[config.mk]
export PLATFORM = sky130hd
export DESIGN_NAME = nss_scan_chain
export DESIGN_NICKNAME = d
export VERILOG_FILES = /design/src/hw/nss_pkg.sv /design/src/hw/nss_scan_chain.sv
export SDC_FILE = /design/constraint.sdc
export NUM_CORES = 1
export LEC_CHECK = 0
export BUFFER_PORTS_ARGS = -buffer_cell sky130_fd_sc_hd__buf_4
export CAP_MARGIN = 30
export CELL_PAD_IN_SITES_DETAIL_PLACEMENT = 0
export CELL_PAD_IN_SITES_GLOBAL_PLACEMENT = 1
export CORE_MARGIN = 2
export CORE_UTILIZATION = 30
export DETAILED_ROUTE_END_ITERATION = 16
export GPL_TIMING_DRIVEN = 0
export HOLD_SLACK_MARGIN = 0.06
export PLACE_DENSITY_LB_ADDON = 0.1
export SLEW_MARGIN = 0
export SYNTH_ARGS = -nofsm -noshare
export SYNTH_HDL_FRONTEND = slang
export SYNTH_SLANG_ARGS = --single-unit
[constraint.sdc]
create_clock -name clk -period 2 [get_ports clk]
set_clock_uncertainty 0.05 [all_clocks]
set_input_delay 0.2 -clock clk [delete_from_list [all_inputs] [get_ports clk]]
set_output_delay 0.2 -clock clk [all_outputs]
set_load 0.01 [all_outputs]
[src/hw/nss_pkg.sv]
package nss_pkg;

   // ****************************************
   // stream layout
   // ****************************************
   localparam int STREAM_BITS      = 32;
   localparam int PORT_COUNT       = 8;
   localparam int PRESENCE_LSB     = 0;
   localparam int WAKE_BIT         = 4;
   localparam int WARN_BIT         = 5;
   localparam int CRIT_BIT         = 6;
   localparam int FAN_BIT          = 7;
   localparam int PORT_BASE_BIT    = 8;
   localparam int PORT_STRIDE      = 3;
   localparam int SPEED_FULL_OFS   = 0;
   localparam int SPEED_REDUCED_OFS = 1;
   localparam int TRAFFIC_OFS      = 2;
   localparam int STAGE_BITS       = 8;

   // ****************************************
   // reset values
   // ****************************************
   localparam logic [31:0] STREAM_RESET = 32'hffffff7f;
   localparam logic        PIN_IDLE     = 1'b1;

   // ****************************************
   // temperature and timing
   // ****************************************
   localparam int          TEMP_BITS        = 8;
   localparam logic [7:0]  FAN_HYST_DEG_C   = 8'h05;
   localparam int          CLK_HZ           = 10_000_000;
   localparam int          BLINK_HALF_MS    = 100;
   localparam int          BLINK_HALF_CYCLES = (CLK_HZ / 1000) * BLINK_HALF_MS;

   // ****************************************
   // interrupt status bits
   // ****************************************
   localparam int IRQ_BITS      = 4;
   localparam int IRQ_CAPTURE   = 0;
   localparam int IRQ_WARN      = 1;
   localparam int IRQ_CRIT      = 2;
   localparam int IRQ_FAN       = 3;

   // ****************************************
   // register map
   // ****************************************
   localparam logic [3:0] ADDR_CTRL       = 4'h0;
   localparam logic [3:0] ADDR_FAN_SET    = 4'h1;
   localparam logic [3:0] ADDR_TEMP       = 4'h2;
   localparam logic [3:0] ADDR_IDENT      = 4'h3;
   localparam logic [3:0] ADDR_IRQ_STATUS = 4'h4;
   localparam logic [3:0] ADDR_IRQ_MASK   = 4'h5;
   localparam logic [3:0] ADDR_SNAPSHOT   = 4'h6;
   localparam logic [7:0] CTRL_RESET      = 8'h00;
   localparam logic [7:0] FAN_SET_RESET   = 8'h55;

endpackage

[src/hw/nss_scan_chain.sv]
`timescale 1ns/10ps
`default_nettype none

module nss_scan_chain
   import nss_pkg::*;
#(
   parameter int PORTS        = 8,
   parameter int STAGES       = 4,
   parameter int BLINK_CYCLES = BLINK_HALF_CYCLES
) (
   // clock and reset
   input  wire  logic                    clk,
   input  wire  logic                    reset_n,
   input  wire  logic                    clk_en,
   // scan link from the baseboard
   input  wire  logic                    scan_clk,
   input  wire  logic                    capture_strobe_n,
   output var   logic                    scan_data_out,
   // card status pins
   input  wire  logic [3:0]              card_presence_straps_n,
   input  wire  logic                    wake_n,
   input  wire  logic                    temp_warn_any,
   input  wire  logic                    thermal_critical_any,
   input  wire  logic [TEMP_BITS-1:0]    fan_temp,
   // per-port link state
   input  wire  logic [PORTS-1:0]        port_link_up,
   input  wire  logic [PORTS-1:0]        port_at_max_speed,
   input  wire  logic [PORTS-1:0]        port_traffic,
   // register port
   input  wire  logic [3:0]              reg_addr,
   input  wire  logic [31:0]             reg_wdata,
   input  wire  logic                    reg_write,
   input  wire  logic                    reg_read,
   output var   logic [31:0]             reg_rdata,
   // interrupt
   output var   logic                    irq
);
   import nss_pkg::*;

   localparam int ASYNC_W = 4 + 1 + 2 + TEMP_BITS + 3 * PORTS + 2;
   localparam int LAST_BIT = STAGE_BITS * STAGES;
   // synchroniser reset matches idle pins: clock, strobe, wake and straps high, the rest low,
   // so no false edge, event or fan request follows reset
   localparam logic [ASYNC_W-1:0] SYNC_IDLE = {2'h3, {(3 * PORTS + TEMP_BITS + 2){1'b0}},
                                               1'b1, 4'hf};

   // bit position of one indication of one port within the stream
   function automatic int port_bit(input int port, input int ofs);
      return PORT_BASE_BIT + PORT_STRIDE * port + ofs;
   endfunction

   // a level that is high now and was low one sample ago
   function automatic logic rose(input logic lvl, input logic prev);
      return lvl & ~prev;
   endfunction

   // ****************************************
   // input synchronisers
   // ****************************************
   logic [ASYNC_W-1:0] async_in;
   logic [ASYNC_W-1:0] sync_a_reg;
   logic [ASYNC_W-1:0] sync_b_reg;

   assign async_in = {scan_clk, capture_strobe_n, port_traffic, port_at_max_speed,
                      port_link_up, fan_temp, thermal_critical_any, temp_warn_any,
                      wake_n, card_presence_straps_n};

   // while the clock enable is low the pins are not sampled, so link pulses that end before it returns are lost
   always_ff @(posedge clk) begin
      if (!reset_n) begin
         sync_a_reg <= SYNC_IDLE;
         sync_b_reg <= SYNC_IDLE;
      end else if (clk_en) begin
         sync_a_reg <= async_in;
         sync_b_reg <= sync_a_reg;
      end
   end

   logic [3:0]           s_straps_n;
   logic                 s_wake_n;
   logic                 s_warn;
   logic                 s_crit;
   logic [TEMP_BITS-1:0] s_temp;
   logic [PORTS-1:0]     s_up;
   logic [PORTS-1:0]     s_max;
   logic [PORTS-1:0]     s_traffic;
   logic                 s_load_n;
   logic                 s_sclk;

   assign {s_sclk, s_load_n, s_traffic, s_max, s_up, s_temp, s_crit, s_warn,
           s_wake_n, s_straps_n} = sync_b_reg;

   // ****************************************
   // control registers
   // ****************************************
   logic [7:0]            ctrl_reg;
   logic [TEMP_BITS-1:0]  fan_set_reg;
   logic [PORTS-1:0]      ident_reg;
   logic [IRQ_BITS-1:0]   irq_status_reg;
   logic [IRQ_BITS-1:0]   irq_mask_reg;

   // ****************************************
   // fan request with hysteresis
   // ****************************************
   logic                 fan_reg;
   logic [TEMP_BITS:0]   fan_clear_level;

   // a set point below the hysteresis borrows; the request then never clears
   assign fan_clear_level = {1'b0, fan_set_reg} - {1'b0, FAN_HYST_DEG_C};

   always_ff @(posedge clk) begin
      if (!reset_n) begin
         fan_reg <= 1'b0;
      end else if (clk_en) begin
         if (s_temp > fan_set_reg) begin
            fan_reg <= 1'b1;
         end else if (!fan_clear_level[TEMP_BITS]
                      && {1'b0, s_temp} <= fan_clear_level) begin
            fan_reg <= 1'b0;
         end
      end
   end

   // ****************************************
   // blink timebase
   // ****************************************
   // the 24-bit counter limits the half period to 2**24 cycles
   logic [23:0] blink_cnt_reg;
   logic        blink_phase_reg;

   always_ff @(posedge clk) begin
      if (!reset_n) begin
         blink_cnt_reg   <= '0;
         blink_phase_reg <= 1'b0;
      end else if (clk_en) begin
         // equal phases keep the duty cycle at one half
         if (blink_cnt_reg == 24'(BLINK_CYCLES - 1)) begin
            blink_cnt_reg   <= '0;
            blink_phase_reg <= ~blink_phase_reg;
         end else begin
            blink_cnt_reg <= blink_cnt_reg + 24'h000001;
         end
      end
   end

   // ****************************************
   // per-port indications
   // ****************************************
   logic [PORTS-1:0] full_n;
   logic [PORTS-1:0] reduced_n;
   logic [PORTS-1:0] traffic_n;

   for (genvar p = 0; p < PORTS; p++) begin : g_port
      // identify blink takes the full-speed bit over whatever the link does
      assign full_n[p] =
         ident_reg[p] ? blink_phase_reg : ~(s_up[p] & s_max[p]);
      assign reduced_n[p] = ~(s_up[p] & ~s_max[p]);
      // an idle link lights steadily; traffic blinks it on the shared timebase
      assign traffic_n[p] = ~s_up[p] | (s_traffic[p] & blink_phase_reg);
   end

   // ****************************************
   // parallel status image
   // ****************************************
   logic [STREAM_BITS-1:0] image;

   always_comb begin
      image = STREAM_RESET;
      image[PRESENCE_LSB +: 4] = s_straps_n;
      image[WAKE_BIT] = s_wake_n;
      image[WARN_BIT] = ~s_warn;
      image[CRIT_BIT] = ~s_crit;
      image[FAN_BIT]  = fan_reg;
      for (int p = 0; p < PORTS; p++) begin
         image[port_bit(p, SPEED_FULL_OFS)]    = full_n[p];
         image[port_bit(p, SPEED_REDUCED_OFS)] = reduced_n[p];
         image[port_bit(p, TRAFFIC_OFS)]       = traffic_n[p];
      end
      for (int b = 0; b < STREAM_BITS; b++) begin
         if (b >= LAST_BIT) begin
            image[b] = 1'b1;
         end
      end
   end

   // ****************************************
   // shift chain
   // ****************************************
   logic [STREAM_BITS-1:0] shift_reg;
   logic                   sclk_prev_reg;
   logic                   sclk_rise;
   logic                   capture_evt;

   assign sclk_rise   = rose(s_sclk, sclk_prev_reg);
   assign capture_evt = ~s_load_n;

   always_ff @(posedge clk) begin
      if (!reset_n) begin
         // the scan clock idles high, so a low value here would fake a rise
         sclk_prev_reg <= PIN_IDLE;
         shift_reg     <= STREAM_RESET;
         scan_data_out <= PIN_IDLE;
      end else if (clk_en) begin
         sclk_prev_reg <= s_sclk;
         // load wins: scan edges while the strobe is low are ignored
         if (capture_evt) begin
            shift_reg     <= image;
            scan_data_out <= image[0];
         end else if (sclk_rise) begin
            // ones shift in behind the last bit, as a tied-high serial input
            shift_reg     <= {1'b1, shift_reg[STREAM_BITS-1:1]};
            scan_data_out <= shift_reg[1];
         end
      end
   end

   // ****************************************
   // register access and interrupts
   // ****************************************
   logic [IRQ_BITS-1:0] irq_events;
   logic                load_prev_reg;
   logic                warn_prev_reg;
   logic                crit_prev_reg;
   logic                fan_prev_reg;

   always_ff @(posedge clk) begin
      if (!reset_n) begin
         load_prev_reg <= 1'b1;
         warn_prev_reg <= 1'b0;
         crit_prev_reg <= 1'b0;
         fan_prev_reg  <= 1'b0;
      end else if (clk_en) begin
         load_prev_reg <= s_load_n;
         warn_prev_reg <= s_warn;
         crit_prev_reg <= s_crit;
         fan_prev_reg  <= fan_reg;
      end
   end

   always_comb begin
      irq_events              = '0;
      irq_events[IRQ_CAPTURE] = load_prev_reg & ~s_load_n;
      irq_events[IRQ_WARN]    = rose(s_warn, warn_prev_reg);
      irq_events[IRQ_CRIT]    = rose(s_crit, crit_prev_reg);
      irq_events[IRQ_FAN]     = rose(fan_reg, fan_prev_reg);
   end

   always_ff @(posedge clk) begin
      if (!reset_n) begin
         ctrl_reg     <= CTRL_RESET;
         fan_set_reg  <= FAN_SET_RESET;
         ident_reg    <= '0;
         irq_mask_reg <= '0;
      end else if (clk_en && reg_write) begin
         unique case (reg_addr)
            ADDR_CTRL:     ctrl_reg     <= reg_wdata[7:0];
            ADDR_FAN_SET:  fan_set_reg  <= reg_wdata[TEMP_BITS-1:0];
            ADDR_IDENT:    ident_reg    <= reg_wdata[PORTS-1:0];
            ADDR_IRQ_MASK: irq_mask_reg <= reg_wdata[IRQ_BITS-1:0];
            default: ;
         endcase
      end
   end

   // set wins over a simultaneous write-one clear
   always_ff @(posedge clk) begin
      if (!reset_n) begin
         irq_status_reg <= '0;
      end else if (clk_en) begin
         if (reg_write && reg_addr == ADDR_IRQ_STATUS) begin
            irq_status_reg <= (irq_status_reg & ~reg_wdata[IRQ_BITS-1:0]) | irq_events;
         end else begin
            irq_status_reg <= irq_status_reg | irq_events;
         end
      end
   end

   always_ff @(posedge clk) begin
      if (!reset_n) begin
         irq <= 1'b0;
      end else if (clk_en) begin
         irq <= |(irq_status_reg & irq_mask_reg);
      end
   end

   always_ff @(posedge clk) begin
      if (!reset_n) begin
         reg_rdata <= '0;
      end else if (clk_en) begin
         // read data stand one cycle only, so a stale word is never taken twice
         reg_rdata <= '0;
         if (reg_read) begin
            unique case (reg_addr)
               ADDR_CTRL:       reg_rdata <= {24'h000000, ctrl_reg};
               ADDR_FAN_SET:    reg_rdata <= 32'(fan_set_reg);
               ADDR_TEMP:       reg_rdata <= 32'(s_temp);
               ADDR_IDENT:      reg_rdata <= 32'(ident_reg);
               ADDR_IRQ_STATUS: reg_rdata <= 32'(irq_status_reg);
               ADDR_IRQ_MASK:   reg_rdata <= 32'(irq_mask_reg);
               ADDR_SNAPSHOT:   reg_rdata <= image;
               default:         reg_rdata <= '0;
            endcase
         end
      end
   end

endmodule

`default_nettype wire

### Yosys cells after proc, flatten, opt, wreduce, memory -nomap -nowiden

Index checks and enable logic that the tools add are counted.

* flip-flop bits (word level): 211
* input bits: 82
* output and inout bits: 34
* word-level logic and storage cells: 145

* add/subtract/negate cells: 2
* $lt $le $gt $ge: 2
* equal/unequal tests: 8
* mux-type cells: 18
* bitwise operators: 82
* reductions and logical operators: 14

Operators with widths (count)
* $pmux 32 s7: 1
* $mux 32: 3
* $not 1->1: 40
* $and 1x1->1: 29
* $add 24x1->24 const B: 1
* $eq 24x20->1 const B: 1
* $mux 24: 1
* $reduce_and 2->1: 7
* $eq 4x3->1 const B: 3
* $mux 1: 12
* $le 8x9->1: 1
* $sub 8x3->9 const B: 1
* $and 4x4->4: 2
* $eq 4x2->1 const B: 2
* $gt 8x8->1: 1
* $or 1x1->1: 8
* $or 4x4->4: 2
* $eq 4x1->1 const B: 1
* $logic_not 4->1: 1
* $mux 4: 1
* $not 4->4: 1
* $reduce_or 4->1: 1
* $logic_and 1x1->1: 3
* $ne 2x1->1 const B: 1
* other kinds (2): 2

### Depth between registers and ports, before layout

* depth after elaboration: 5
* gate-level depth with buffers: 11
* depth with buffers taken out: 11

### Worst setup path after synthesis

No wires, ideal clock.

* kind: reg-to-reg
* start: register fan_set_reg[0]
* end: register fan_reg
* library setup time: 133 ps
* arrival time: 2035 ps
* required time: 1817 ps
* path slack: -218 ps
* stages on the path, launching flop included: 12
* clock period less this slack: 2218 ps
* cell sequence: dfxtp_1 inv_1 ha_1 nor2b_1 or4_1 xnor2_1 ha_1 nand4_1 o21ai_0 o311ai_0 nand3_1 o211ai_1

* cells in the longest elaborated chain, start to end: 5

RTL lines
* start: declaration: RTL line nss_scan_chain.sv:97 `logic [TEMP_BITS-1:0] fan_set_reg;`
* start signal: assignment: RTL line nss_scan_chain.sv:257 `ADDR_FAN_SET: fan_set_reg <= reg_wdata[TEMP_BITS-1:0];`
* $sub 8x3->9: RTL line nss_scan_chain.sv:109 `assign fan_clear_level = {1'b0, fan_set_reg} - {1'b0, FAN_HYST_DEG_C};`
* $le 8x9->1 / $logic_not 1->1 (equally long branches): RTL line nss_scan_chain.sv:118, nss_scan_chain.sv:117
* $logic_and 1x1->1: RTL line nss_scan_chain.sv:118 `&& {1'b0, s_temp} <= fan_clear_level) begin`
* $reduce_bool 2->1 (no line)
* $reduce_and 2->1 (no line)
* end signal: assignment: RTL line nss_scan_chain.sv:113 `fan_reg <= 1'b0;`
* end signal: assignment: RTL line nss_scan_chain.sv:116 `fan_reg <= 1'b1;`
* end signal: assignment: RTL line nss_scan_chain.sv:119 `fan_reg <= 1'b0;`
* end: declaration: RTL line nss_scan_chain.sv:105 `logic fan_reg;`

Parallel ways exist; a longest one is shown, timed or not.
A chain may end at the register's enable or synchronous reset.

### Worst setup path in the final report

* start: register fan_set_reg[1]
* end: register fan_reg

Same word-level chain as after synthesis.

==> results.py <==
metrics = {
    "critical_path": {
        "rr_endpoint": "fan_reg",
        "timing.rr.start": "fan_set_reg[1]",
        "cp_data_required_time_ps": 2360,
        "reg2reg_setup_slack_ps": -280,
        "path_class": "reg -> reg",
        "cp-end-kind": "flip-flop",
        "r2r_cells": 11,
        "arrival_ps": 2640,
        "critPathLaunchType": "flip-flop",
        "startpoint": "fan_set_reg[1]",
        "crit_fanout": 3,
    },
    "die": {
        "die_area_um2": 32600,
        "placementRows": 64,
        "coreArea_um2": 30700,
        "die_h_um": 181,
        "start_util_pct": 30.5,
        "die_w_um": 181,
        "ios": 116,
    },
    "synth": {
        "ys_types": 50,
        "synthCells": 984,
        "synth_area_per_cell_um2": 9.50,
        "synthArstFlopShare_pct": 0,
        "ys_ff_latch": 210,
        "syn_nets": 1084,
        "synth_ff_type": "dfxtp_1",
        "yosysWarningCount": 0,
        "synth_edf_count": 0,
        "netlist_area_um2": 9350,
        "ys_seq_area_share_pct": 45.0,
    },
    "cells_and_area": {
        "fin_util_pct": 39.7,
        "finalNonFillerCells": 1576,
        "layout.nets": 1260,
        "area_growth_pct": 30.1,
        "drive_above_1_share_pct": 17.5,
        "diodes": 0,
    },
    "power": {
        "powerDensity_nw_per_um2": 842,
        "ir_drop_uv": 429,
        "leakage_nw": 5.12,
    },
    "sta": {
        "tightest_slew_ps": 882,
        "fin_setup_tns_ps": -283,
        "hold_viol": 0,
        "min_period_ps": 2280,
        "report.final.slew_viol_count": 0,
        "setup_violations": 1,
        "final.period_utilization_pct": 114,
        "holdWs_ps": 175,
        "rsz0062_at_grt": "yes",
        "relSlewSlack_pct": 41.2,
        "fmax_ghz": 0.438,
        "fin_ws_ps": -283,
    },
    "route": {
        "first_pass_iters": 5,
        "vias": 7538,
        "dr.first_iter.drc_count": 366,
        "route.detailed.drc": 0,
        "ant_nets": 0,
        "wire_per_inst_um": 18.4,
        "avgViaCountPerCell": 4.78,
        "wirelength_mm": 29.0,
    },
    "cts": {
        "cts_root_buffer": "clkbuf_16",
        "numClockSinks": 210,
        "cts_made_buffers": 26,
        "htreeDepth": 1,
        "cts_tree": "yes",
        "clk_path_buf_depth": 3,
        "clk_pin_slew_ps": 60,
        "worstSkewPairLatency_ps": 530,
    },
    "worst_hold_path": {
        "min-delay-start": "reg_read",
        "hold_path_depth": 5,
        "holdCritPathClass": "in -> reg",
        "hold-path-endpoint": "reg_rdata[31]",
    },
    "global_routing": {
        "grt_pass1_wl_mm": 44.8,
        "grt.total_usage_pct": 17.5,
        "antenna_found_initial": 0,
        "grt_pass1_vias": 7293,
        "grt_max_degree": 13,
        "grt-ovfl-total": 0,
    },
    "placed_design": {
        "dp_slack_ps": -627,
        "dp_hpwl_mm": 21.0,
        "place_congestion": 0.787,
        "io_buffer_count": 89,
        "dp_cells": 1470,
    },
    "status": {
        "status": "finished with violations",
        "violations": "setup timing",
    },
    "run": {
        "maxCapViolations": 0,
    },
}
metrics by stage:
stage	instance area, um2	total power, W
after floorplan	9370	0.00491
after global routing	12200	0.0106
after detailed placement	10500	0.00523
after CTS	12100	0.0104
after global placement	10500	0.00523
final	12200	0.0102
critical path, cell delays in order (launching register included):
cell      delay (ps)
dfxtp_4          360
inv_4             60
ha_4             130
nor2b_2           40
or4_4            440
xnor2_2          150
ha_1             280
nand4_1          140
o21ai_1          180
o311ai_1         120
nand3_1          120
o211ai_1          90
cells by family after synthesis:
group	share of synthesized area (%)
adder cells (fa/ha/maj)	2.41
AND/OR/NAND/NOR	20.9
AO/OA/AOI/OAI	9.77
XOR/XNOR	2.81
buffers and inverters	3.43
multiplexers	15.7
flip-flops	45.0
routing by layer:
layer | share of wire [%] | routed length [um] | vias up | global-route usage [%]
li1 | - | - | 3784 | -
met1 | 52 | 15100 | 3581 | 26.1
met2 | 43 | 12600 | 150 | 26.9
met3 | 3.8 | 1100 | 23 | 2.55
met4 | 0.87 | 253 | 0 | 2.97
met5 | 0 | 0 | - | 0
synthesized netlist by cell type (2+ instances only):
library cell  count  share of area, %
nand2b_1          2              0.13
and2_1           19               1.3
a21oi_1          25               1.3
a32oi_1           6              0.56
xor2_1           15               1.4
o211ai_1         26               2.1
nor3_1            9              0.48
a211oi_1          4              0.32
xnor2_1          15               1.4
clkbuf_1         47               1.9
nor2b_1         138               9.2
nand3_1          13              0.70
inv_1            18              0.72
mux2i_1         143                15
o311ai_0          9              0.84
o2bb2ai_1        16               1.5
nor2_1           44               1.8
ha_1             18               2.4
nand4_1          10              0.67
buf_1             6              0.24
a222oi_1          4              0.43
nor4_1            5              0.33
o21a_1            7              0.56
and3_1            6              0.40
dfxtp_1         210                45
a22oi_1           7              0.56
a2111oi_0         2              0.19
nand2_1         106               4.3
o21ai_0          19               1.0
buf_2            10              0.54
nor3b_1           2              0.16
or4_1             3              0.24
nand3b_1          3              0.24
cell usage in the layout (no fill, tap or decap), types with 8 or more instances in the layout:
cell,count
dfxtp_1,191
mux2i_1,143
nor2b_1,137
nand2_1,106
buf_4,98
dlygate4sd3_1,50
nor2_1,44
clkbuf_1,38
clkbuf_16,27
o211ai_1,26
a21oi_1,25
and2_1,19
inv_1,16
o2bb2ai_1,16
o21ai_0,16
ha_1,16
dfxtp_2,16
xor2_1,15
xnor2_1,14
nand3_1,12
clkbuf_2,11
buf_2,11
nand4_1,10
nor3_1,9
o311ai_0,8
clkbuf_8,8
layout make-up:
class / instances / area, um2
multi-input cells: 692 / 4910
well taps: 396 / 495
clock inverters: 10 / 128
clock buffers: 38 / 797
plain buffers: 62 / 274
repair buffers: 149 / 1240
fillers: 3095 / 18500
inverters: 19 / 76.3
flip-flops and latches: 210 / 4240
power breakdown:
part	internal [W]	switching [W]	total, W
logic	0.000396	0.000408	0.000804
clock network	0.00313	0.00189	0.00503
registers	0.00431	0.000102	0.00441
total	0.00784	0.00240	0.0102
timing repair:
action | in CTS | in global routing
pin swaps | 7 | 5
resized for setup | 32 | 26
setup endpoints to repair | 68 | 48
cloned | 0 | 0
buffers inserted | 7 | 2
hold buffers | 50 | 0
endpoints found under the hold margin | 76 | 0
how the worst max path moves through the flow:
stage / slack (ps) / endpoint
floorplan: -160 / fan_reg
global placement: -660 / reg_rdata[22]
detailed placement: -630 / reg_rdata[22]
CTS: -310 / fan_reg
global route: -410 / fan_reg
finish: -280 / fan_reg
Power figures use the tool's default switching activity.
